==> config.mk <==
export PLATFORM = sky130hd
export DESIGN_NAME = operand_addressing_and_repeat_control
export DESIGN_NICKNAME = d
export VERILOG_FILES = /design/src/addressing_pkg.sv /design/src/aux_register_file.sv /design/src/operand_addressing_and_repeat_control.sv /design/src/repeat_counter.sv
export SDC_FILE = /design/constraint.sdc
export NUM_CORES = 1
export LEC_CHECK = 0
export ABC_AREA = 1
export BUFFER_PORTS_ARGS = -buffer_cell sky130_fd_sc_hd__buf_2
export CAP_MARGIN = 20
export CORE_MARGIN = 2
export CORE_UTILIZATION = 30
export DETAILED_ROUTE_END_ITERATION = 6
export SLEW_MARGIN = 10
export SYNTH_ARGS = -nofsm -noshare
export SYNTH_HDL_FRONTEND = slang
export SYNTH_SLANG_ARGS = --single-unit
==> constraint.sdc <==
create_clock -name core_clk -period 6.3 [get_ports core_clk]
set_clock_uncertainty 0.2 [all_clocks]
set_input_delay 1.26 -clock core_clk [delete_from_list [all_inputs] [get_ports core_clk]]
set_output_delay 1.26 -clock core_clk [all_outputs]
set_load 0.005 [all_outputs]
==> src/addressing_pkg.sv <==
// Shared constants and types for operand addressing and repeat control.
// Assumes a 16-bit core with eight auxiliary registers and one clock.
package addressing_pkg;

  // Data path and register file geometry
  localparam int WORD_W = 16;          // Operand and address width
  localparam int AR_COUNT = 8;         // Auxiliary registers in the file
  localparam int AR_IDX_W = 3;         // Width of the register pointer
  localparam int DP_W = 9;             // Data page pointer width
  localparam int DIRECT_OFS_W = 7;     // In-page offset in the instruction
  localparam int SHORT_IMM_W = 8;      // Short immediate field width
  localparam int RPT_W = 16;           // Repeat count register width
  localparam int IRQ_COUNT = 4;        // Maskable interrupt lines

  // Reset values
  localparam logic [RPT_W-1:0] RPT_COUNT_RESET = 16'h0000;
  localparam logic [WORD_W-1:0] AR_RESET = 16'h0000;
  localparam logic [AR_IDX_W-1:0] ARP_RESET = 3'h0;
  localparam logic [DP_W-1:0] DP_RESET = 9'h000;

  // Register zero doubles as the index register
  localparam logic [AR_IDX_W-1:0] INDEX_REG_IDX = 3'h0;

  // Step of plain increment or decrement
  localparam logic [WORD_W-1:0] AR_STEP = 16'h0001;
  localparam logic [RPT_W-1:0] RPT_STEP = 16'h0001;

  // Program words taken by the two immediate forms
  localparam logic [1:0] WORDS_SHORT = 2'h1;
  localparam logic [1:0] WORDS_LONG = 2'h2;

  // Operand addressing mode presented by the instruction decoder
  typedef enum logic [2:0] {
    mode_direct,
    mode_indirect,
    mode_short_imm,
    mode_long_imm,
    mode_register
  } addr_mode_t;

  // The seven indirect variants
  typedef enum logic [2:0] {
    ind_none,
    ind_inc,
    ind_dec,
    ind_add_index,
    ind_sub_index,
    ind_bitrev_inc,
    ind_bitrev_dec
  } ind_op_t;

endpackage

==> src/aux_register_file.sv <==
// Eight auxiliary registers, their pointer and the indirect update logic.
// Assumes the caller raises op_en only in the instruction's own cycle.
`timescale 1ns/1ps
`default_nettype none
module aux_register_file
  import addressing_pkg::*;
(
  input wire logic core_clk,                      // Core clock
  input wire logic rst_b,                         // Async reset, low
  input wire logic op_en,                         // Apply indirect update
  input wire addressing_pkg::ind_op_t op,         // Indirect variant
  input wire logic arp_load,                      // Reload the pointer
  input wire logic [addressing_pkg::AR_IDX_W-1:0] arp_value, // New pointer
  input wire logic wr_en,                         // Direct register write
  input wire logic [addressing_pkg::AR_IDX_W-1:0] wr_idx, // Write target
  input wire logic [addressing_pkg::WORD_W-1:0] wr_data, // Write data
  input wire logic [addressing_pkg::AR_IDX_W-1:0] rd_idx, // Read select
  output logic [addressing_pkg::WORD_W-1:0] auxiliary_register_value, // Cur
  output logic [addressing_pkg::WORD_W-1:0] rd_value, // Selected register
  output logic [addressing_pkg::AR_IDX_W-1:0] aux_register_pointer // Ptr
);

  logic [WORD_W-1:0] ar_q [AR_COUNT]; // Register storage
  logic [WORD_W-1:0] ar_d [AR_COUNT]; // Next register values
  logic [AR_IDX_W-1:0] arp_q; // Current pointer
  logic [AR_IDX_W-1:0] arp_d; // Next pointer
  logic [WORD_W-1:0] cur; // Register the pointer selects
  logic [WORD_W-1:0] index_value; // Index register contents
  logic [WORD_W-1:0] next_cur; // Modified current register

  // Mirror a word so carries run from the top bit downward
  function automatic logic [WORD_W-1:0] bit_rev(input logic [WORD_W-1:0] v);
    logic [WORD_W-1:0] r;
    r = '0;
    for (int i = 0; i < WORD_W; i++) begin
      r[i] = v[WORD_W-1-i];
    end
    return r;
  endfunction

  assign cur = ar_q[arp_q];
  assign index_value = ar_q[INDEX_REG_IDX];

  // Modified value of the current register, one per variant
  always_comb begin
    next_cur = cur;
    case (op)
      ind_none: next_cur = cur;
      ind_inc: next_cur = cur + AR_STEP;
      ind_dec: next_cur = cur - AR_STEP;
      ind_add_index: next_cur = cur + index_value;
      ind_sub_index: next_cur = cur - index_value;
      // Reverse, add normally, reverse back: reversed carry path
      ind_bitrev_inc: begin
        next_cur = bit_rev(bit_rev(cur) + bit_rev(index_value));
      end
      ind_bitrev_dec: begin
        next_cur = bit_rev(bit_rev(cur) - bit_rev(index_value));
      end
      default: next_cur = cur;
    endcase
    // Pointer changes only after the current register was used
    arp_d = arp_load ? arp_value : arp_q;
  end

  // Per-register next value; an explicit write beats the indirect update
  for (genvar g = 0; g < AR_COUNT; g++) begin : g_ar
    assign ar_d[g] = (wr_en && wr_idx == AR_IDX_W'(g)) ? wr_data :
                     (op_en && arp_q == AR_IDX_W'(g)) ? next_cur :
                     ar_q[g];
  end

  // Storage and pointer registers
  always_ff @(posedge core_clk or negedge rst_b) begin
    if (!rst_b) begin
      for (int i = 0; i < AR_COUNT; i++) begin
        ar_q[i] <= AR_RESET;
      end
      arp_q <= ARP_RESET;
    end else begin
      for (int i = 0; i < AR_COUNT; i++) begin
        ar_q[i] <= ar_d[i];
      end
      arp_q <= arp_d;
    end
  end

  assign auxiliary_register_value = cur;
  assign rd_value = ar_q[rd_idx];
  assign aux_register_pointer = arp_q;

endmodule // aux_register_file
`default_nettype wire

==> src/operand_addressing_and_repeat_control.sv <==
// Operand address generation and instruction repeat control.
// Assumes the decoder presents one decoded word per cycle at most and
// holds off new words while fetch_hold_q is high.
`timescale 1ns/1ps
`default_nettype none
module operand_addressing_and_repeat_control
  import addressing_pkg::*;
(
  input wire logic core_clk,                      // Core clock, 10 MHz
  input wire logic rst_b,                         // Async reset, low
  input wire logic instr_valid,                   // Decoded word present
  input wire logic [addressing_pkg::WORD_W-1:0] instr_word, // First word
  input wire addressing_pkg::addr_mode_t addr_mode, // Operand mode
  input wire addressing_pkg::ind_op_t ind_op,     // Indirect variant
  input wire logic is_repeat,                     // Repeat instruction
  input wire logic repeatable,                    // May run under repeat
  input wire logic [addressing_pkg::WORD_W-1:0] mem_word, // Addressed word
  input wire logic second_valid,                  // Second word present
  input wire logic [addressing_pkg::WORD_W-1:0] second_word, // Second word
  input wire logic [addressing_pkg::AR_IDX_W-1:0] reg_sel, // Named register
  input wire logic reg_implied,                   // Opcode implies buffer
  input wire logic [addressing_pkg::WORD_W-1:0] accumulator_buffer, // Buf
  input wire logic arp_load,                      // Reload register pointer
  input wire logic [addressing_pkg::AR_IDX_W-1:0] arp_value, // New pointer
  input wire logic ar_wr_en,                      // Write an aux register
  input wire logic [addressing_pkg::AR_IDX_W-1:0] ar_wr_idx, // Write target
  input wire logic [addressing_pkg::WORD_W-1:0] ar_wr_data, // Write data
  input wire logic dp_load,                       // Load data page pointer
  input wire logic [addressing_pkg::DP_W-1:0] dp_value, // New page
  input wire logic [addressing_pkg::IRQ_COUNT-1:0] irq_req, // Raw interrupts
  input wire logic nmi_req,                       // Raw non-maskable request
  output logic [addressing_pkg::WORD_W-1:0] data_addr_q, // Data address
  output logic addr_valid_q,                      // Address valid pulse
  output logic [addressing_pkg::WORD_W-1:0] operand_q, // Immediate/reg data
  output logic operand_valid_q,                   // Operand valid pulse
  output logic exec_q,                            // One execution pulse
  output logic fetch_second_q,                    // Request second word
  output logic [1:0] instr_words_q,               // Words of last instr
  output logic fetch_hold_q,                      // Decoder must stall
  output logic repeat_active_q,                   // Repeat loop running
  output logic repeat_iter_q,                     // One repeat iteration
  output logic int_mask_q,                        // Interrupts masked
  output logic [addressing_pkg::IRQ_COUNT-1:0] irq_out_q, // Gated requests
  output logic nmi_out_q,                         // Gated non-maskable
  output logic [addressing_pkg::RPT_W-1:0] repeat_count_register, // Count
  output logic [addressing_pkg::AR_IDX_W-1:0] aux_register_pointer // Ptr
);

  // Sequencer states
  typedef enum logic [1:0] {
    st_idle,    // Waiting for an instruction
    st_second,  // Waiting for the long immediate word
    st_armed,   // Repeat decoded, waiting for its target
    st_repeat   // Target running one iteration per cycle
  } seq_state_t;

  seq_state_t state_q; // Sequencer state
  seq_state_t state_d; // Next sequencer state

  // Copy of the repeated instruction, replayed every iteration after the first
  logic [WORD_W-1:0] hold_word_q; // Held first word
  logic [WORD_W-1:0] hold_word_d; // Next held word
  addr_mode_t hold_mode_q; // Held mode
  addr_mode_t hold_mode_d; // Next held mode
  ind_op_t hold_op_q; // Held indirect variant
  ind_op_t hold_op_d; // Next held variant
  logic [AR_IDX_W-1:0] hold_reg_q; // Held register select
  logic [AR_IDX_W-1:0] hold_reg_d; // Next held select
  logic hold_impl_q; // Held implied flag
  logic hold_impl_d; // Next implied flag

  logic [DP_W-1:0] dp_q; // Data page pointer
  logic [DP_W-1:0] dp_d; // Next page pointer

  // Next values of registered outputs
  logic [WORD_W-1:0] data_addr_d; // Next address
  logic addr_valid_d; // Next address strobe
  logic [WORD_W-1:0] operand_d; // Next operand
  logic operand_valid_d; // Next operand strobe
  logic exec_d; // Next execution pulse
  logic [1:0] instr_words_d; // Next word count
  logic repeat_iter_d; // Next iteration pulse
  logic mask_d; // Next interrupt mask

  // Working signals of the sequencer
  logic ex_go; // Execute the selected instruction now
  addr_mode_t sel_mode; // Mode in effect this cycle
  logic [WORD_W-1:0] sel_word; // Word in effect this cycle
  ind_op_t sel_op; // Indirect variant in effect
  logic [AR_IDX_W-1:0] sel_reg; // Register select in effect
  logic sel_impl; // Implied flag in effect
  logic op_en; // Update the current aux register
  logic rpt_load; // Load the repeat count
  logic [RPT_W-1:0] rpt_value; // Count to load
  logic rpt_step; // Consume one repeat
  logic rpt_last; // No repeats left

  logic [WORD_W-1:0] ar_cur; // Current aux register
  logic [WORD_W-1:0] ar_rd; // Register-mode aux operand

  // Aux register file: address taken now, update lands at the edge
  aux_register_file u_ar (
    .core_clk(core_clk),
    .rst_b(rst_b),
    .op_en(op_en),
    .op(sel_op),
    .arp_load(arp_load),
    .arp_value(arp_value),
    .wr_en(ar_wr_en),
    .wr_idx(ar_wr_idx),
    .wr_data(ar_wr_data),
    .rd_idx(sel_reg),
    .auxiliary_register_value(ar_cur),
    .rd_value(ar_rd),
    .aux_register_pointer(aux_register_pointer)
  );

  // Repeat count register
  repeat_counter u_rpt (
    .core_clk(core_clk),
    .rst_b(rst_b),
    .load_en(rpt_load),
    .load_value(rpt_value),
    .step(rpt_step),
    .repeat_count_register(repeat_count_register),
    .last(rpt_last)
  );

  // Sequencer: instruction intake, second word fetch and repeat loop
  always_comb begin
    state_d = state_q;
    hold_word_d = hold_word_q;
    hold_mode_d = hold_mode_q;
    hold_op_d = hold_op_q;
    hold_reg_d = hold_reg_q;
    hold_impl_d = hold_impl_q;
    instr_words_d = instr_words_q;
    ex_go = 1'b0;
    rpt_load = 1'b0;
    rpt_step = 1'b0;
    repeat_iter_d = 1'b0;
    sel_mode = addr_mode;
    sel_word = instr_word;
    sel_op = ind_op;
    sel_reg = reg_sel;
    sel_impl = reg_implied;
    // Count source follows the repeat instruction's own mode
    if (addr_mode == mode_short_imm) begin
      rpt_value = {{(RPT_W-SHORT_IMM_W){1'b0}},
                   instr_word[SHORT_IMM_W-1:0]};
    end else begin
      rpt_value = mem_word;
    end
    case (state_q)
      st_idle: begin
        if (instr_valid) begin
          // Word count follows the immediate form
          instr_words_d = (addr_mode == mode_long_imm) ?
                          WORDS_LONG : WORDS_SHORT;
          if (is_repeat) begin
            rpt_load = 1'b1;
            ex_go = 1'b1;
            state_d = st_armed;
          end else if (addr_mode == mode_long_imm) begin
            state_d = st_second;
          end else begin
            ex_go = 1'b1;
          end
        end
      end
      st_second: begin
        // Operand only once the second word arrives
        if (second_valid) begin
          sel_mode = mode_long_imm;
          ex_go = 1'b1;
          state_d = st_idle;
        end
      end
      st_armed: begin
        if (instr_valid) begin
          instr_words_d = (addr_mode == mode_long_imm) ?
                          WORDS_LONG : WORDS_SHORT;
          if (repeatable && addr_mode != mode_long_imm) begin
            // First iteration now, the rest replayed from the copy
            hold_word_d = instr_word;
            hold_mode_d = addr_mode;
            hold_op_d = ind_op;
            hold_reg_d = reg_sel;
            hold_impl_d = reg_implied;
            ex_go = 1'b1;
            repeat_iter_d = 1'b1;
            if (rpt_last) begin
              state_d = st_idle;
            end else begin
              rpt_step = 1'b1;
              state_d = st_repeat;
            end
          end else if (addr_mode == mode_long_imm) begin
            // Not repeatable: run once, loop ends here
            state_d = st_second;
          end else begin
            ex_go = 1'b1;
            state_d = st_idle;
          end
        end
      end
      st_repeat: begin
        // One iteration every cycle, new words are ignored meanwhile
        sel_mode = hold_mode_q;
        sel_word = hold_word_q;
        sel_op = hold_op_q;
        sel_reg = hold_reg_q;
        sel_impl = hold_impl_q;
        ex_go = 1'b1;
        repeat_iter_d = 1'b1;
        if (rpt_last) begin
          state_d = st_idle;
        end else begin
          rpt_step = 1'b1;
        end
      end
      default: begin
        state_d = st_idle;
      end
    endcase
    // Masking from the decode of the repeat to the last iteration
    mask_d = (state_d == st_armed) || (state_d == st_repeat);
  end

  // Operand and address formation for the instruction in effect
  always_comb begin
    data_addr_d = data_addr_q;
    operand_d = operand_q;
    addr_valid_d = 1'b0;
    operand_valid_d = 1'b0;
    op_en = 1'b0;
    exec_d = ex_go;
    dp_d = dp_load ? dp_value : dp_q;
    if (ex_go) begin
      case (sel_mode)
        mode_direct: begin
          data_addr_d = {dp_q, sel_word[DIRECT_OFS_W-1:0]};
          addr_valid_d = 1'b1;
        end
        mode_indirect: begin
          // Address is the register before its modification
          data_addr_d = ar_cur;
          addr_valid_d = 1'b1;
          op_en = 1'b1;
        end
        mode_short_imm: begin
          operand_d = {{(WORD_W-SHORT_IMM_W){1'b0}},
                       sel_word[SHORT_IMM_W-1:0]};
          operand_valid_d = 1'b1;
        end
        mode_long_imm: begin
          operand_d = second_word;
          operand_valid_d = 1'b1;
        end
        mode_register: begin
          operand_d = sel_impl ? accumulator_buffer : ar_rd;
          operand_valid_d = 1'b1;
        end
        default: begin
          addr_valid_d = 1'b0;
        end
      endcase
    end
  end

  // Sequencer and output registers; the count and pointer outputs come from the submodules
  always_ff @(posedge core_clk or negedge rst_b) begin
    if (!rst_b) begin
      state_q <= st_idle;
      hold_word_q <= '0;
      hold_mode_q <= mode_direct;
      hold_op_q <= ind_none;
      hold_reg_q <= '0;
      hold_impl_q <= 1'b0;
      dp_q <= DP_RESET;
      data_addr_q <= '0;
      addr_valid_q <= 1'b0;
      operand_q <= '0;
      operand_valid_q <= 1'b0;
      exec_q <= 1'b0;
      fetch_second_q <= 1'b0;
      instr_words_q <= WORDS_SHORT;
      fetch_hold_q <= 1'b0;
      repeat_active_q <= 1'b0;
      repeat_iter_q <= 1'b0;
      int_mask_q <= 1'b0;
      irq_out_q <= '0;
      nmi_out_q <= 1'b0;
    end else begin
      state_q <= state_d;
      hold_word_q <= hold_word_d;
      hold_mode_q <= hold_mode_d;
      hold_op_q <= hold_op_d;
      hold_reg_q <= hold_reg_d;
      hold_impl_q <= hold_impl_d;
      dp_q <= dp_d;
      data_addr_q <= data_addr_d;
      addr_valid_q <= addr_valid_d;
      operand_q <= operand_d;
      operand_valid_q <= operand_valid_d;
      exec_q <= exec_d;
      fetch_second_q <= (state_d == st_second);
      instr_words_q <= instr_words_d;
      fetch_hold_q <= (state_d == st_repeat);
      repeat_active_q <= (state_d == st_repeat);
      repeat_iter_q <= repeat_iter_d;
      int_mask_q <= mask_d;
      // Non-maskable is gated as well; reset is not an interrupt here
      irq_out_q <= mask_d ? '0 : irq_req;
      nmi_out_q <= mask_d ? 1'b0 : nmi_req;
    end
  end

endmodule // operand_addressing_and_repeat_control
`default_nettype wire

==> src/repeat_counter.sv <==
// Repeat count register with load and per-iteration step.
// Assumes the caller never loads and steps in the same cycle.
`timescale 1ns/1ps
`default_nettype none
module repeat_counter
  import addressing_pkg::*;
(
  input wire logic core_clk,                      // Core clock
  input wire logic rst_b,                         // Async reset, low
  input wire logic load_en,                       // Load a new count
  input wire logic [addressing_pkg::RPT_W-1:0] load_value, // Count to load
  input wire logic step,                          // One iteration done
  output logic [addressing_pkg::RPT_W-1:0] repeat_count_register, // Count
  output logic last                               // Count has reached zero
);

  logic [RPT_W-1:0] count_q; // Remaining extra iterations
  logic [RPT_W-1:0] count_d; // Next count

  // Load wins over step; a zero count is never stepped by the caller
  always_comb begin
    count_d = count_q;
    if (load_en) begin
      count_d = load_value;
    end else if (step) begin
      count_d = count_q - RPT_STEP;
    end
  end

  // Count register, cleared by reset
  always_ff @(posedge core_clk or negedge rst_b) begin
    if (!rst_b) begin
      count_q <= RPT_COUNT_RESET;
    end else begin
      count_q <= count_d;
    end
  end

  assign repeat_count_register = count_q;
  assign last = (count_q == RPT_COUNT_RESET);

endmodule // repeat_counter
`default_nettype wire
# After elaboration in Yosys (flattened, before gate mapping)
# Cells that the tools add are included.
dict set report totals {
  reg_bits 222
  out_inout_bits 66
}
dict set report classes {
  add_sub_neg 7
  magnitude_cmp 2
  n_eq_ne 33
  mux 71
  bitwise 2
  reduce_logical 41
}
# cell count
set ops {}
lappend ops {{$mux W16} 24}
lappend ops {{$bmux W16 S3} 2}
lappend ops {{$pmux W16 S6} 1}
lappend ops {{$pmux W16 S3} 1}
lappend ops {{$eq A3 B3 Y1 const B} 12}
lappend ops {{$add A16 B16 Y16} 2}
lappend ops {{$pmux W16 S2} 1}
lappend ops {{$sub A16 B1 Y16 const B} 2}
lappend ops {{$sub A16 B16 Y16} 2}
lappend ops {{$eq A3 B2 Y1 const B} 10}
lappend ops {{$mux W1} 23}
lappend ops {{$reduce_bool A2 Y1} 10}
lappend ops {{$mux W2} 9}
lappend ops {{$logic_and A1 B1 Y1} 17}
lappend ops {{$add A16 B1 Y16 const B} 1}
lappend ops {{$logic_not A16 Y1} 1}
lappend ops {{$eq A3 B1 Y1 const B} 4}
lappend ops {{$logic_not A3 Y1} 3}
lappend ops {{$mux W3} 3}
lappend ops {{$eq A2 B2 Y1 const B} 4}
lappend ops {{$ge A4 B4 Y1 const B} 2}
lappend ops {{$mux W8} 1}
lappend ops {{$not A3 Y4} 2}
lappend ops {{$pmux W2 S4} 1}
lappend ops {{other kinds (13)} 18}

# Longest topological paths before layout
# Gate-level depths: netlist of the first run.
dict set report logic_depth {
  word_depth 9
  ltp_mapped 23
  depth_no_buf 22
}

# By module
# A second synthesis of the first run with hierarchy kept.
dict set report hier_totals {
  hier_cells 2564
  area_unflattened_um2 16932.5
}
# module n_inst cells_per_inst area_per_inst_um2
set modules_own_cells {}
lappend modules_own_cells {aux_register_file 1 1856 11762.5}
lappend modules_own_cells {operand_addressing_and_repeat_control 1 553 4056.4}
lappend modules_own_cells {repeat_counter 1 155 1113.6}

# Worst setup path after synthesis of the first run
# Ideal clock, no wire load.
dict set report synth_timing {
  path_kind {input port to flip-flop}
  start {input port ind_op[1]}
  end {register u_ar.ar_q[105] in the netlist's numbering}
  setup_ps 117
  arrival_time_ps 3721
  required_ps 5983
  setup_slack_ps 2262
  path_stages 19
  cell_sequence {inv_1 -> nand2_1 -> nand2_1 -> nand3_2 -> nand3_4 -> clkinv_1 -> a311oi_1 -> ha_1 -> a21oi_1 -> nand2_1 -> nand3_1 -> nand3_1 -> nand2_1 -> nand2_1 -> or2_2 -> nand3_1 -> nand3b_2 -> nand2_1 -> nand2_1}
}
dict set report synth_between {
  elab_chain_len 5
  word_cells_on_any_way 10
}
# item line
set synth_rtl {}
lappend synth_rtl {{from (decl)} operand_addressing_and_repeat_control.sv:14} ;# input wire addressing_pkg::ind_op_t ind_op,
lappend synth_rtl {{$mux W3 (*)} operand_addressing_and_repeat_control.sv:154} ;# case (state_q)
lappend synth_rtl {{$eq A3 B3 Y1, or another cell as far along} aux_register_file.sv:47} ;# case (op)
lappend synth_rtl {{$pmux W16 S6 (*)} aux_register_file.sv:47}
lappend synth_rtl {{$mux W16 (*)} aux_register_file.sv:69} ;# (op_en && arp_q == AR_IDX_W'(g)) ? next_cur :
lappend synth_rtl {{$mux W16 (*)} aux_register_file.sv:68} ;# assign ar_d[g] = (wr_en && wr_idx == AR_IDX_W'(g)) ? wr_data :
lappend synth_rtl {{to (signal, indexed assignment)} aux_register_file.sv:82} ;# ar_q[i] <= ar_d[i];
lappend synth_rtl {{to (decl)} aux_register_file.sv:23} ;# logic [WORD_W-1:0] ar_q [AR_COUNT];
# Mark *: on every way between the ends. The rest lies on a longest branch, timed or not. The select of a mux whose other input is x is not followed.
# A chain may end at the register's enable or synchronous reset.

# Final worst setup path of the first run
dict set report layout_timing {
  start {register u_ar.arp_q[0], in the netlist u_ar.aux_register_pointer[0]}
  end {register u_ar.ar_q[68] in the netlist's numbering}
}
dict set report layout_between {
  elab_chain_len 8
  word_cells_on_any_way 16
}
# item line
set layout_rtl {}
lappend layout_rtl {{from (decl)} aux_register_file.sv:25} ;# logic [AR_IDX_W-1:0] arp_q;
lappend layout_rtl {{from (signal assigned)} aux_register_file.sv:84} ;# arp_q <= arp_d;
lappend layout_rtl {{$not A3 Y4 (not written as such)} aux_register_file.sv:41} ;# assign cur = ar_q[arp_q];
lappend layout_rtl {{$bmux W16 S3} aux_register_file.sv:41}
lappend layout_rtl {{$mux W16 (not written as such) (2 in a row)} aux_register_file.sv:41}
lappend layout_rtl {{$sub A16 B16 Y16, or another cell as far along} aux_register_file.sv:58} ;# next_cur = bit_rev(bit_rev(cur) - bit_rev(index_value));
lappend layout_rtl {{$pmux W16 S6} aux_register_file.sv:47}
lappend layout_rtl {{$mux W16} aux_register_file.sv:69}
lappend layout_rtl {{$mux W16} aux_register_file.sv:68}
# Parallel ways exist; a longest one is shown, timed or not. The select of a mux whose other input is x is not followed.

==> Flow_metrics.wiki, run 1 <==
{| class="wikitable"
! Metric !! Value
|-
| Wirelength, routed || 65400 um
|-
| Maximum level of the CTS H-tree || 1
|-
| Total negative slack for setup checks || 0 ps
|-
| Area enclosed by the die boundary || around 57000 um2
|-
| Share of total power consumed by net switching || roughly half
|-
| Final nets || between 2000 and 3000
|-
| Cell types occupying the most area after synthesis || sky130_fd_sc_hd__dfrtp_1 (33%), sky130_fd_sc_hd__nand2_1 (17%), sky130_fd_sc_hd__o21ai_0 (8.3%)
|-
| EDFF count, synth || 0
|-
| Outcome || finished, final reports clean
|-
| Worst-path maximum fanout || 13
|-
| Worst setup slack after layout || approximately 1200 ps
|-
| RSZ-0062 raised after global routing || no
|-
| Asr flop ratio synth || between 90% and 100%
|-
| Core Region || ~54000 um2
|-
| Synth Flop Type || sky130_fd_sc_hd__dfrtp_1
|-
| Sequential element share of the synthesized area || around a third
|-
| Critical Path End Type || flop
|-
| Count of mapped cells out of synthesis || roughly 2500
|-
| Post-CTS clock slew at the launch and capture registers of the worst setup and hold paths || 60 ps
|-
| Worst hold path type || flop to flop
|-
| First DRT Iteration DRCs || 1831
|-
| Part of the total power dissipated in combinational logic || between 50% and 60%
|-
| I/O pin count || about 190
|-
| Reported leakage power || ~9.5 nW
|-
| Clock period minus worst slack || between 5000 and 6000 ps
|-
| Area share of the leading cell type in the synthesized netlist || around a third
|-
| Number of global-route vias before repair || roughly 17000
|-
| Total power density per cell area || approximately 510 nW/um2
|-
| Pre-CTS setup slack || about 1200 ps
|-
| Multi-input combinational cell area || slightly above 9000 um2
|-
| Standard-cell row count || 85
|-
| Arrival @ worst endpoint || between 5000 and 6000 ps
|-
| Internal Dissipation || between 4 and 5 mW
|-
| Synthesized net count || around 2700
|-
| Fmax || roughly 200 MHz
|-
| Area added between synthesis and finish || 15.0%
|-
| Slack of the worst reg-to-reg path || about 1200 ps
|-
| Fin crit share || approximately 80%
|-
| Mapped Area || around 17000 um2
|-
| Wire length of the first global-routing pass || 100000 um
|-
| Number of sinks on the clock net || roughly 220
|-
| Layout filler cell count || between 5000 and 6000
|-
| Maximum VDD drop || about 0.00020 V
|-
| Sw power || between 5 and 6 mW
|-
| Count of hold-fix buffers inserted at cts || 0
|-
| Clock tree root buffer cell || sky130_fd_sc_hd__clkbuf_16
|-
| Buffers on Ports || approximately 180
|-
| Slew Limit Headroom || 23.0%
|-
| Setup violators final || 0
|-
| RePlAce Congestion || ~0.93
|-
| Number of vias per cell after detailed routing || between 5 and 6
|-
| TritonRoute pass-1 iters || 5
|-
| Number of antenna violations at the first check in global routing || 3
|-
| Initial core utilization || between 30% and 40%
|-
| Post-synthesis cell type with the largest combined area || sky130_fd_sc_hd__dfrtp_1
|-
| Number of buffers inserted by post-CTS setup repair || 0
|-
| Horizontal extent of the die || about 240 um
|-
| Number of cells upsized or downsized after cts || 0
|-
| Clock network latency to the later pin of the worst-skew pair || between 500 and 600 ps
|-
| Die Y-Extent || roughly 240 um
|-
| CTS buffer count || 28
|-
| Count of max-cap constraint violations || 0
|-
| Post-layout instance area || around 19000 um2
|-
| Total global routing track utilization || 22.7%
|-
| Global route total overflow || 0
|-
| Antenna violation net count after detailed routing || 0
|-
| Clock tree from TritonCTS || yes
|-
| Post-Synthesis Mean Instance Area || 6.49 um2
|-
| Power Total || 9.76 mW
|-
| Pin count of the biggest net entering global routing || ~110
|-
| Number of hold-slack violations in the final timing report || 0
|-
| Req. time, crit path || 6550 ps
|-
| Dpl hpwl || 47600 um
|-
| Number of warnings issued by yosys || 0
|-
| Clock network fraction of design power || between 10% and 20%
|-
| Number of max-slew violations in the final report || 0
|-
| Number of buffers on the longest clock path || 3
|-
| Critical path type || flop to flop
|-
| Sequential cell area || roughly 5500 um2
|-
| Fraction of final layout cells sized beyond drive strength 1 || 11.3%
|-
| Transition time of the tightest slew-check pin || roughly 1200 ps
|-
| Synth Register Bits || approximately 220
|-
| Kind of launch point of the worst setup path || flop
|-
| Cell area reported after detailed placement || about 18000 um2
|-
| Mean routed wirelength per cell || between 15 and 20 um
|-
| Relative contribution of sequential cells to total power || 25.3%
|-
| Count of distinct cell types in the synthesized netlist || between 60 and 70
|-
| Drc violations || 0
|-
| Total via count in the routed design || 17605
|}
==> through the flow <==
| step | hold WS [ps] | std cells | util [%] |
|---|---|---|---|
| 4_1_cts | 271 | 3380 | 35.1 |
| 2_1_floorplan | 242 | 2544 | - |
| 6_report | 265 | 3381 | 35.1 |
| 3_3_place_gp | 255 | 3330 | 33.3 |
| 3_5_place_dp | 259 | 3330 | 33.3 |
| 5_1_grt | 284 | 3380 | 35.1 |
==> cell usage after synthesis, types with 8 or more instances <==
cell                       number
sky130_fd_sc_hd__buf_4          8
sky130_fd_sc_hd__ha_1          48
sky130_fd_sc_hd__a22oi_1       18
sky130_fd_sc_hd__nand2_1      732
sky130_fd_sc_hd__nand4_1       13
sky130_fd_sc_hd__clkinv_1      13
sky130_fd_sc_hd__nor3_1        13
sky130_fd_sc_hd__nor2_1       152
sky130_fd_sc_hd__o221ai_1      12
sky130_fd_sc_hd__nand3_1      231
sky130_fd_sc_hd__nand3b_1       8
sky130_fd_sc_hd__clkbuf_1      69
sky130_fd_sc_hd__a31oi_1       16
sky130_fd_sc_hd__or2_2         10
sky130_fd_sc_hd__o21ai_0      275
sky130_fd_sc_hd__a21oi_1      166
sky130_fd_sc_hd__dfrtp_1      220
sky130_fd_sc_hd__o22ai_1       21
sky130_fd_sc_hd__buf_1         18
sky130_fd_sc_hd__buf_2         21
sky130_fd_sc_hd__o211ai_1      22
sky130_fd_sc_hd__inv_1        352
==> worst max-delay path, cell delays in order, from the launching register on <==
cell	delay, ps
sky130_fd_sc_hd__dfrtp_1	490
sky130_fd_sc_hd__inv_1	140
sky130_fd_sc_hd__nand2_1	580
sky130_fd_sc_hd__buf_4	380
sky130_fd_sc_hd__o22ai_1	100
sky130_fd_sc_hd__o21ai_0	420
sky130_fd_sc_hd__nand2_1	270
sky130_fd_sc_hd__ha_1	570
sky130_fd_sc_hd__nand2_1	180
sky130_fd_sc_hd__nor2_1	280
sky130_fd_sc_hd__inv_1	70
sky130_fd_sc_hd__a21oi_1	270
sky130_fd_sc_hd__o21ai_0	120
sky130_fd_sc_hd__nand3_1	110
sky130_fd_sc_hd__nand3b_1	420
sky130_fd_sc_hd__nand3_1	210
sky130_fd_sc_hd__nand2_1	70
==> sequential cells by signal, summed over array words and instances (netlist names), 2 cells and up <==
register and cells:
u_rpt.repeat_count_register 16, hold_word_q 8, dp_q 9, u_ar.index_value 16, instr_words_q 2, operand_q 16
hold_op_q 3, u_ar.ar_q 112, irq_out_q 4, hold_mode_q 3, data_addr_q 16, u_ar.aux_register_pointer 3
hold_reg_q 3
==> cell families after synthesis <==
family	Yosys count	synth area share (%)
multiplexers	1	0.0682
adder cells (fa/ha/maj)	51	4.00
buffers and inverters	488	11.6
flip-flops	221	33.5
AO/OA/AOI/OAI	582	19.7
XOR/XNOR	9	0.477
AND/OR/NAND/NOR	1192	30.7
==> power groups by stage <==
stage	Sequential (mW)	Clock, mW	Combinational (mW)
2_1_floorplan	2.37	0	3.76
3_3_place_gp	2.47	0	5.48
3_5_place_dp	2.48	0	5.50
4_1_cts	2.46	1.72	5.53
5_1_grt	2.54	1.77	6.26
6_report	2.47	1.70	5.59
==> layer usage <==
metal | vias to the layer above | GRT usage, % | wire length (um)
li1 | 8540 | - | -
met1 | 8099 | 31.7 | 28800
met2 | 850 | 35.7 | 29100
met3 | 112 | 3.30 | 5370
met4 | 4 | 7.59 | 2020
met5 | - | 0 | 27
==> layout make-up <==
type,instances,area share (%)
clock inverters,6,0.481
inverters,369,7.29
clock buffers,44,4.53
well taps,696,4.59
multi-input cells,1835,47.9
repair buffers,209,6.06
flip-flops and latches,221,29.1
diodes,1,0.0132
==> final timing paths <==
kind                                                    from                to  cells after the start
worst max-delay path            u_ar.aux_register_pointer[0]     u_ar.ar_q[68]                     16
worst min-delay path                        instr_words_q[0]  instr_words_q[0]                      2
worst max register to register  u_ar.aux_register_pointer[0]     u_ar.ar_q[68]                     16
worst min register to register              instr_words_q[0]  instr_words_q[0]                      2
max in group asynchronous                              rst_b     u_ar.ar_q[94]                      2
min in group asynchronous                              rst_b    hold_word_q[3]                      1
==> cell usage in the layout, fill, tap and decap left out, types with 13 or more instances in the layout <==
master and instances:
sky130_fd_sc_hd__nand4_1 13, sky130_fd_sc_hd__o21ai_0 275, sky130_fd_sc_hd__nand2_1 731, sky130_fd_sc_hd__inv_1 352, sky130_fd_sc_hd__clkbuf_16 28, sky130_fd_sc_hd__clkinv_1 13, sky130_fd_sc_hd__buf_2 175, sky130_fd_sc_hd__a31oi_1 16
sky130_fd_sc_hd__a21oi_1 166, sky130_fd_sc_hd__buf_4 32, sky130_fd_sc_hd__nor3_1 13, sky130_fd_sc_hd__nor2_1 152, sky130_fd_sc_hd__nand3_1 231, sky130_fd_sc_hd__o211ai_1 22, sky130_fd_sc_hd__o22ai_1 21, sky130_fd_sc_hd__ha_1 48
sky130_fd_sc_hd__dfrtp_1 220, sky130_fd_sc_hd__a22oi_1 18
(Power assumes the default switching activity.)
==> run 2: changes to the inputs <==
- clock period: 6.3 -> 4.84 ns (I/O delays scaled with it)
==> run 2 against run 1 <==
  * Non-clock buffer count grew 55
  * First-iteration DRC count rose by 0.98%
  * Critical path depth rose by 3
  * Largest cell class unchanged
  * Sequential share of layout area fell by 0.53 points
  * Power grew 32%
  * Global-route usage decreased by 0.19 points
  * Setup slack got worse by 770 ps
  * Fmax grew 16%
  * Clock-buffer cell count decreased by 5
  * Utilization grew 0.65 points
==> Flow_metrics.wiki, run 2 (synthesis results as in run 1) <==
{| class="wikitable"
! Metric !! Value
|-
| Worst hold path type || flop to flop
|-
| RePlAce Congestion || 0.937 (+0.69%)
|-
| Critical path type || flop to flop
|-
| Depth of the most critical reg-to-reg path || 19 (+3)
|-
| Buffers on Ports || 176 (unchanged)
|-
| Dpl hpwl || 48500 um (+1.8%)
|-
| Count of hold-fix buffers inserted at cts || 0 (unchanged)
|-
| First DRT Iteration DRCs || 1849 (+0.98%)
|-
| Arrival @ worst endpoint || 4620 ps (-680 ps)
|-
| Clock tree root buffer cell || sky130_fd_sc_hd__clkbuf_16
|-
| Total negative slack for setup checks || 0 ps (unchanged)
|-
| Clock tree from TritonCTS || yes
|-
| Post-layout instance area || 19300 um2 (+1.8%)
|-
| Number of antenna violations at the first check in global routing || 3 (unchanged)
|-
| Cell area reported after detailed placement || 18500 um2 (+2.3%)
|-
| Reported leakage power || 9.74 nW (+2.6%)
|-
| Smallest hold slack || 268 ps (+2.90 ps)
|-
| Initial core utilization || 30.5% (unchanged)
|-
| Final Core Density || 35.7% (+0.65 points)
|-
| Total global routing track utilization || 22.5% (-0.19 points)
|-
| Number of sinks on the clock net || 221 (unchanged)
|-
| Req. time, crit path || 5100 ps (-1450 ps)
|-
| Number of buffers on the longest clock path || 3 (unchanged)
|-
| Wire length of the first global-routing pass || 98900 um (-1.2%)
|-
| CTS buffer count || 27 (-3.6%)
|-
| Drc violations || 0 (unchanged)
|-
| Power Total || 12.9 mW (+32%)
|-
| I/O pin count || 185 (unchanged)
|-
| Core Region || 54100 um2 (unchanged)
|-
| Critical Path End Type || flop
|-
| ANT cells || 0 (-1)
|-
| Number of global-route vias before repair || 16479 (-0.68%)
|-
| Count of max-cap constraint violations || 0 (unchanged)
|-
| Kind of launch point of the worst setup path || flop
|-
| Area added between synthesis and finish || 17.1%
|-
| Wirelength, routed || 65300 um (about the same)
|-
| Antenna violation net count after detailed routing || 0 (unchanged)
|-
| Standard-cell row count || 85 (unchanged)
|-
| Transition time of the tightest slew-check pin || 1130 ps (-17.6 ps)
|-
| Slew Limit Headroom || 24.4% (+1.4 points)
|-
| Outcome || finished, final reports clean
|-
| Commonest cells after routing, fill and taps aside || sky130_fd_sc_hd__nand2_1 (731), sky130_fd_sc_hd__inv_1 (352), sky130_fd_sc_hd__o21ai_0 (275)
|-
| Fmax || 229 MHz (+16%)
|-
| Number of max-slew violations in the final report || 0 (unchanged)
|-
| Setup violators final || 0 (unchanged)
|-
| Number of cells upsized or downsized after cts || 0 (unchanged)
|-
| Maximum VDD drop || 0.000272 V (+34%)
|-
| Total power density per cell area || 665 nW/um2 (+29%)
|-
| Pin count of the biggest net entering global routing || 105 (-7.1%)
|-
| Final nets || 2888 (+1.9%)
|-
| Placed cell count || 3384 (+1.6%)
|-
| Count of cells along the worst hold path || 2 (unchanged)
|-
| Clock period minus worst slack || 4360 ps (-693 ps)
|-
| Largest register by flop count || u_ar.ar_q
|-
| Most common cell after layout, fill and taps aside || sky130_fd_sc_hd__nand2_1
|-
| Slack of the worst reg-to-reg path || 480 ps (-770 ps)
|-
| Fin crit share || 90.1% (+9.9 points)
|-
| Pre-CTS setup slack || 521 ps (-669 ps)
|-
| Final Instance Count excl. Fillers || 3434 (+1.6%)
|-
| Number of buffers inserted by post-CTS setup repair || 0 (unchanged)
|-
| Clock network latency to the later pin of the worst-skew pair || 580 ps (about the same)
|-
| Number of hold-slack violations in the final timing report || 0 (unchanged)
|-
| Number of vias per cell after detailed routing || 5.17 (-0.72%)
|-
| RSZ-0062 raised after global routing || no
|-
| Maximum level of the CTS H-tree || 1 (unchanged)
|-
| Number of flip-flops under the largest register name || 112 (unchanged)
|-
| Horizontal extent of the die || 239 um (unchanged)
|-
| Fraction of final layout cells sized beyond drive strength 1 || 13.1% (+1.8 points)
|-
| Mean routed wirelength per cell || 19.0 um (-1.6%)
|-
| Total via count in the routed design || 17752 (+0.83%)
|-
| TritonRoute pass-1 iters || 6 (+1)
|-
| Die Y-Extent || 239 um (unchanged)
|-
| Global route total overflow || 0 (unchanged)
|-
| Area enclosed by the die boundary || 56900 um2 (unchanged)
|-
| Post-CTS clock slew at the launch and capture registers of the worst setup and hold paths || 60 ps (about the same)
|-
| Worst setup slack after layout || 477 ps (-767 ps)
|-
| Worst-path maximum fanout || 18 (+5)
|}
## run 2: power by group
group / total (mW) / switching [mW] / internal [mW]
combinational: 7.58 / 5.07 / 2.51
sequential: 3.21 / 0.574 / 2.64
clock: 2.06 / 0.878 / 1.18
## run 2: layout make-up
| cell class | instances | area (um2) |
|---|---|---|
| fillers | 5863 | 34800 |
| clock buffers | 39 | 791 |
| clock inverters | 10 | 81.3 |
| inverters | 369 | 1390 |
| multi-input cells | 1835 | 9090 |
| well taps | 696 | 871 |
| flip-flops and latches | 221 | 5530 |
| repair buffers | 264 | 1580 |
## run 2: path summary, 6_finish.rpt
| path | from | endpoint |
|---|---|---|
| max in group asynchronous | rst_b | hold_op_q[1] |
| min | instr_words_q[0] | instr_words_q[0] |
| min in group asynchronous | rst_b | repeat_iter_q |
| min reg2reg | instr_words_q[0] | instr_words_q[0] |
| max | u_ar.aux_register_pointer[0] | u_ar.ar_q[41] |
| max reg2reg | u_ar.aux_register_pointer[0] | u_ar.ar_q[41] |
## run 2: metal layers
layer	global-route usage [%]	part of all wire [%]	vias up
met5	0	0.041	-
met4	6.63	2.9	4
met3	3.41	8.8	110
met2	36.0	45	823
met1	31.2	44	8172
li1	-	-	8643
## run 2: worst max-delay path, stage by stage, from the launching register on
cell	delay (ps)
sky130_fd_sc_hd__dfrtp_1	480
sky130_fd_sc_hd__inv_1	130
sky130_fd_sc_hd__nand2_1	250
sky130_fd_sc_hd__buf_4	400
sky130_fd_sc_hd__o22ai_1	120
sky130_fd_sc_hd__a211oi_1	180
sky130_fd_sc_hd__nand2_1	70
sky130_fd_sc_hd__o21ai_0	190
sky130_fd_sc_hd__inv_1	210
sky130_fd_sc_hd__ha_1	450
sky130_fd_sc_hd__nand3b_1	100
sky130_fd_sc_hd__nand2_1	150
sky130_fd_sc_hd__nand2_1	90
sky130_fd_sc_hd__a21oi_1	330
sky130_fd_sc_hd__a21oi_1	110
sky130_fd_sc_hd__o21ai_0	110
sky130_fd_sc_hd__nand2_1	110
sky130_fd_sc_hd__nand3b_2	370
sky130_fd_sc_hd__nand2_1	130
sky130_fd_sc_hd__nand2_1	60
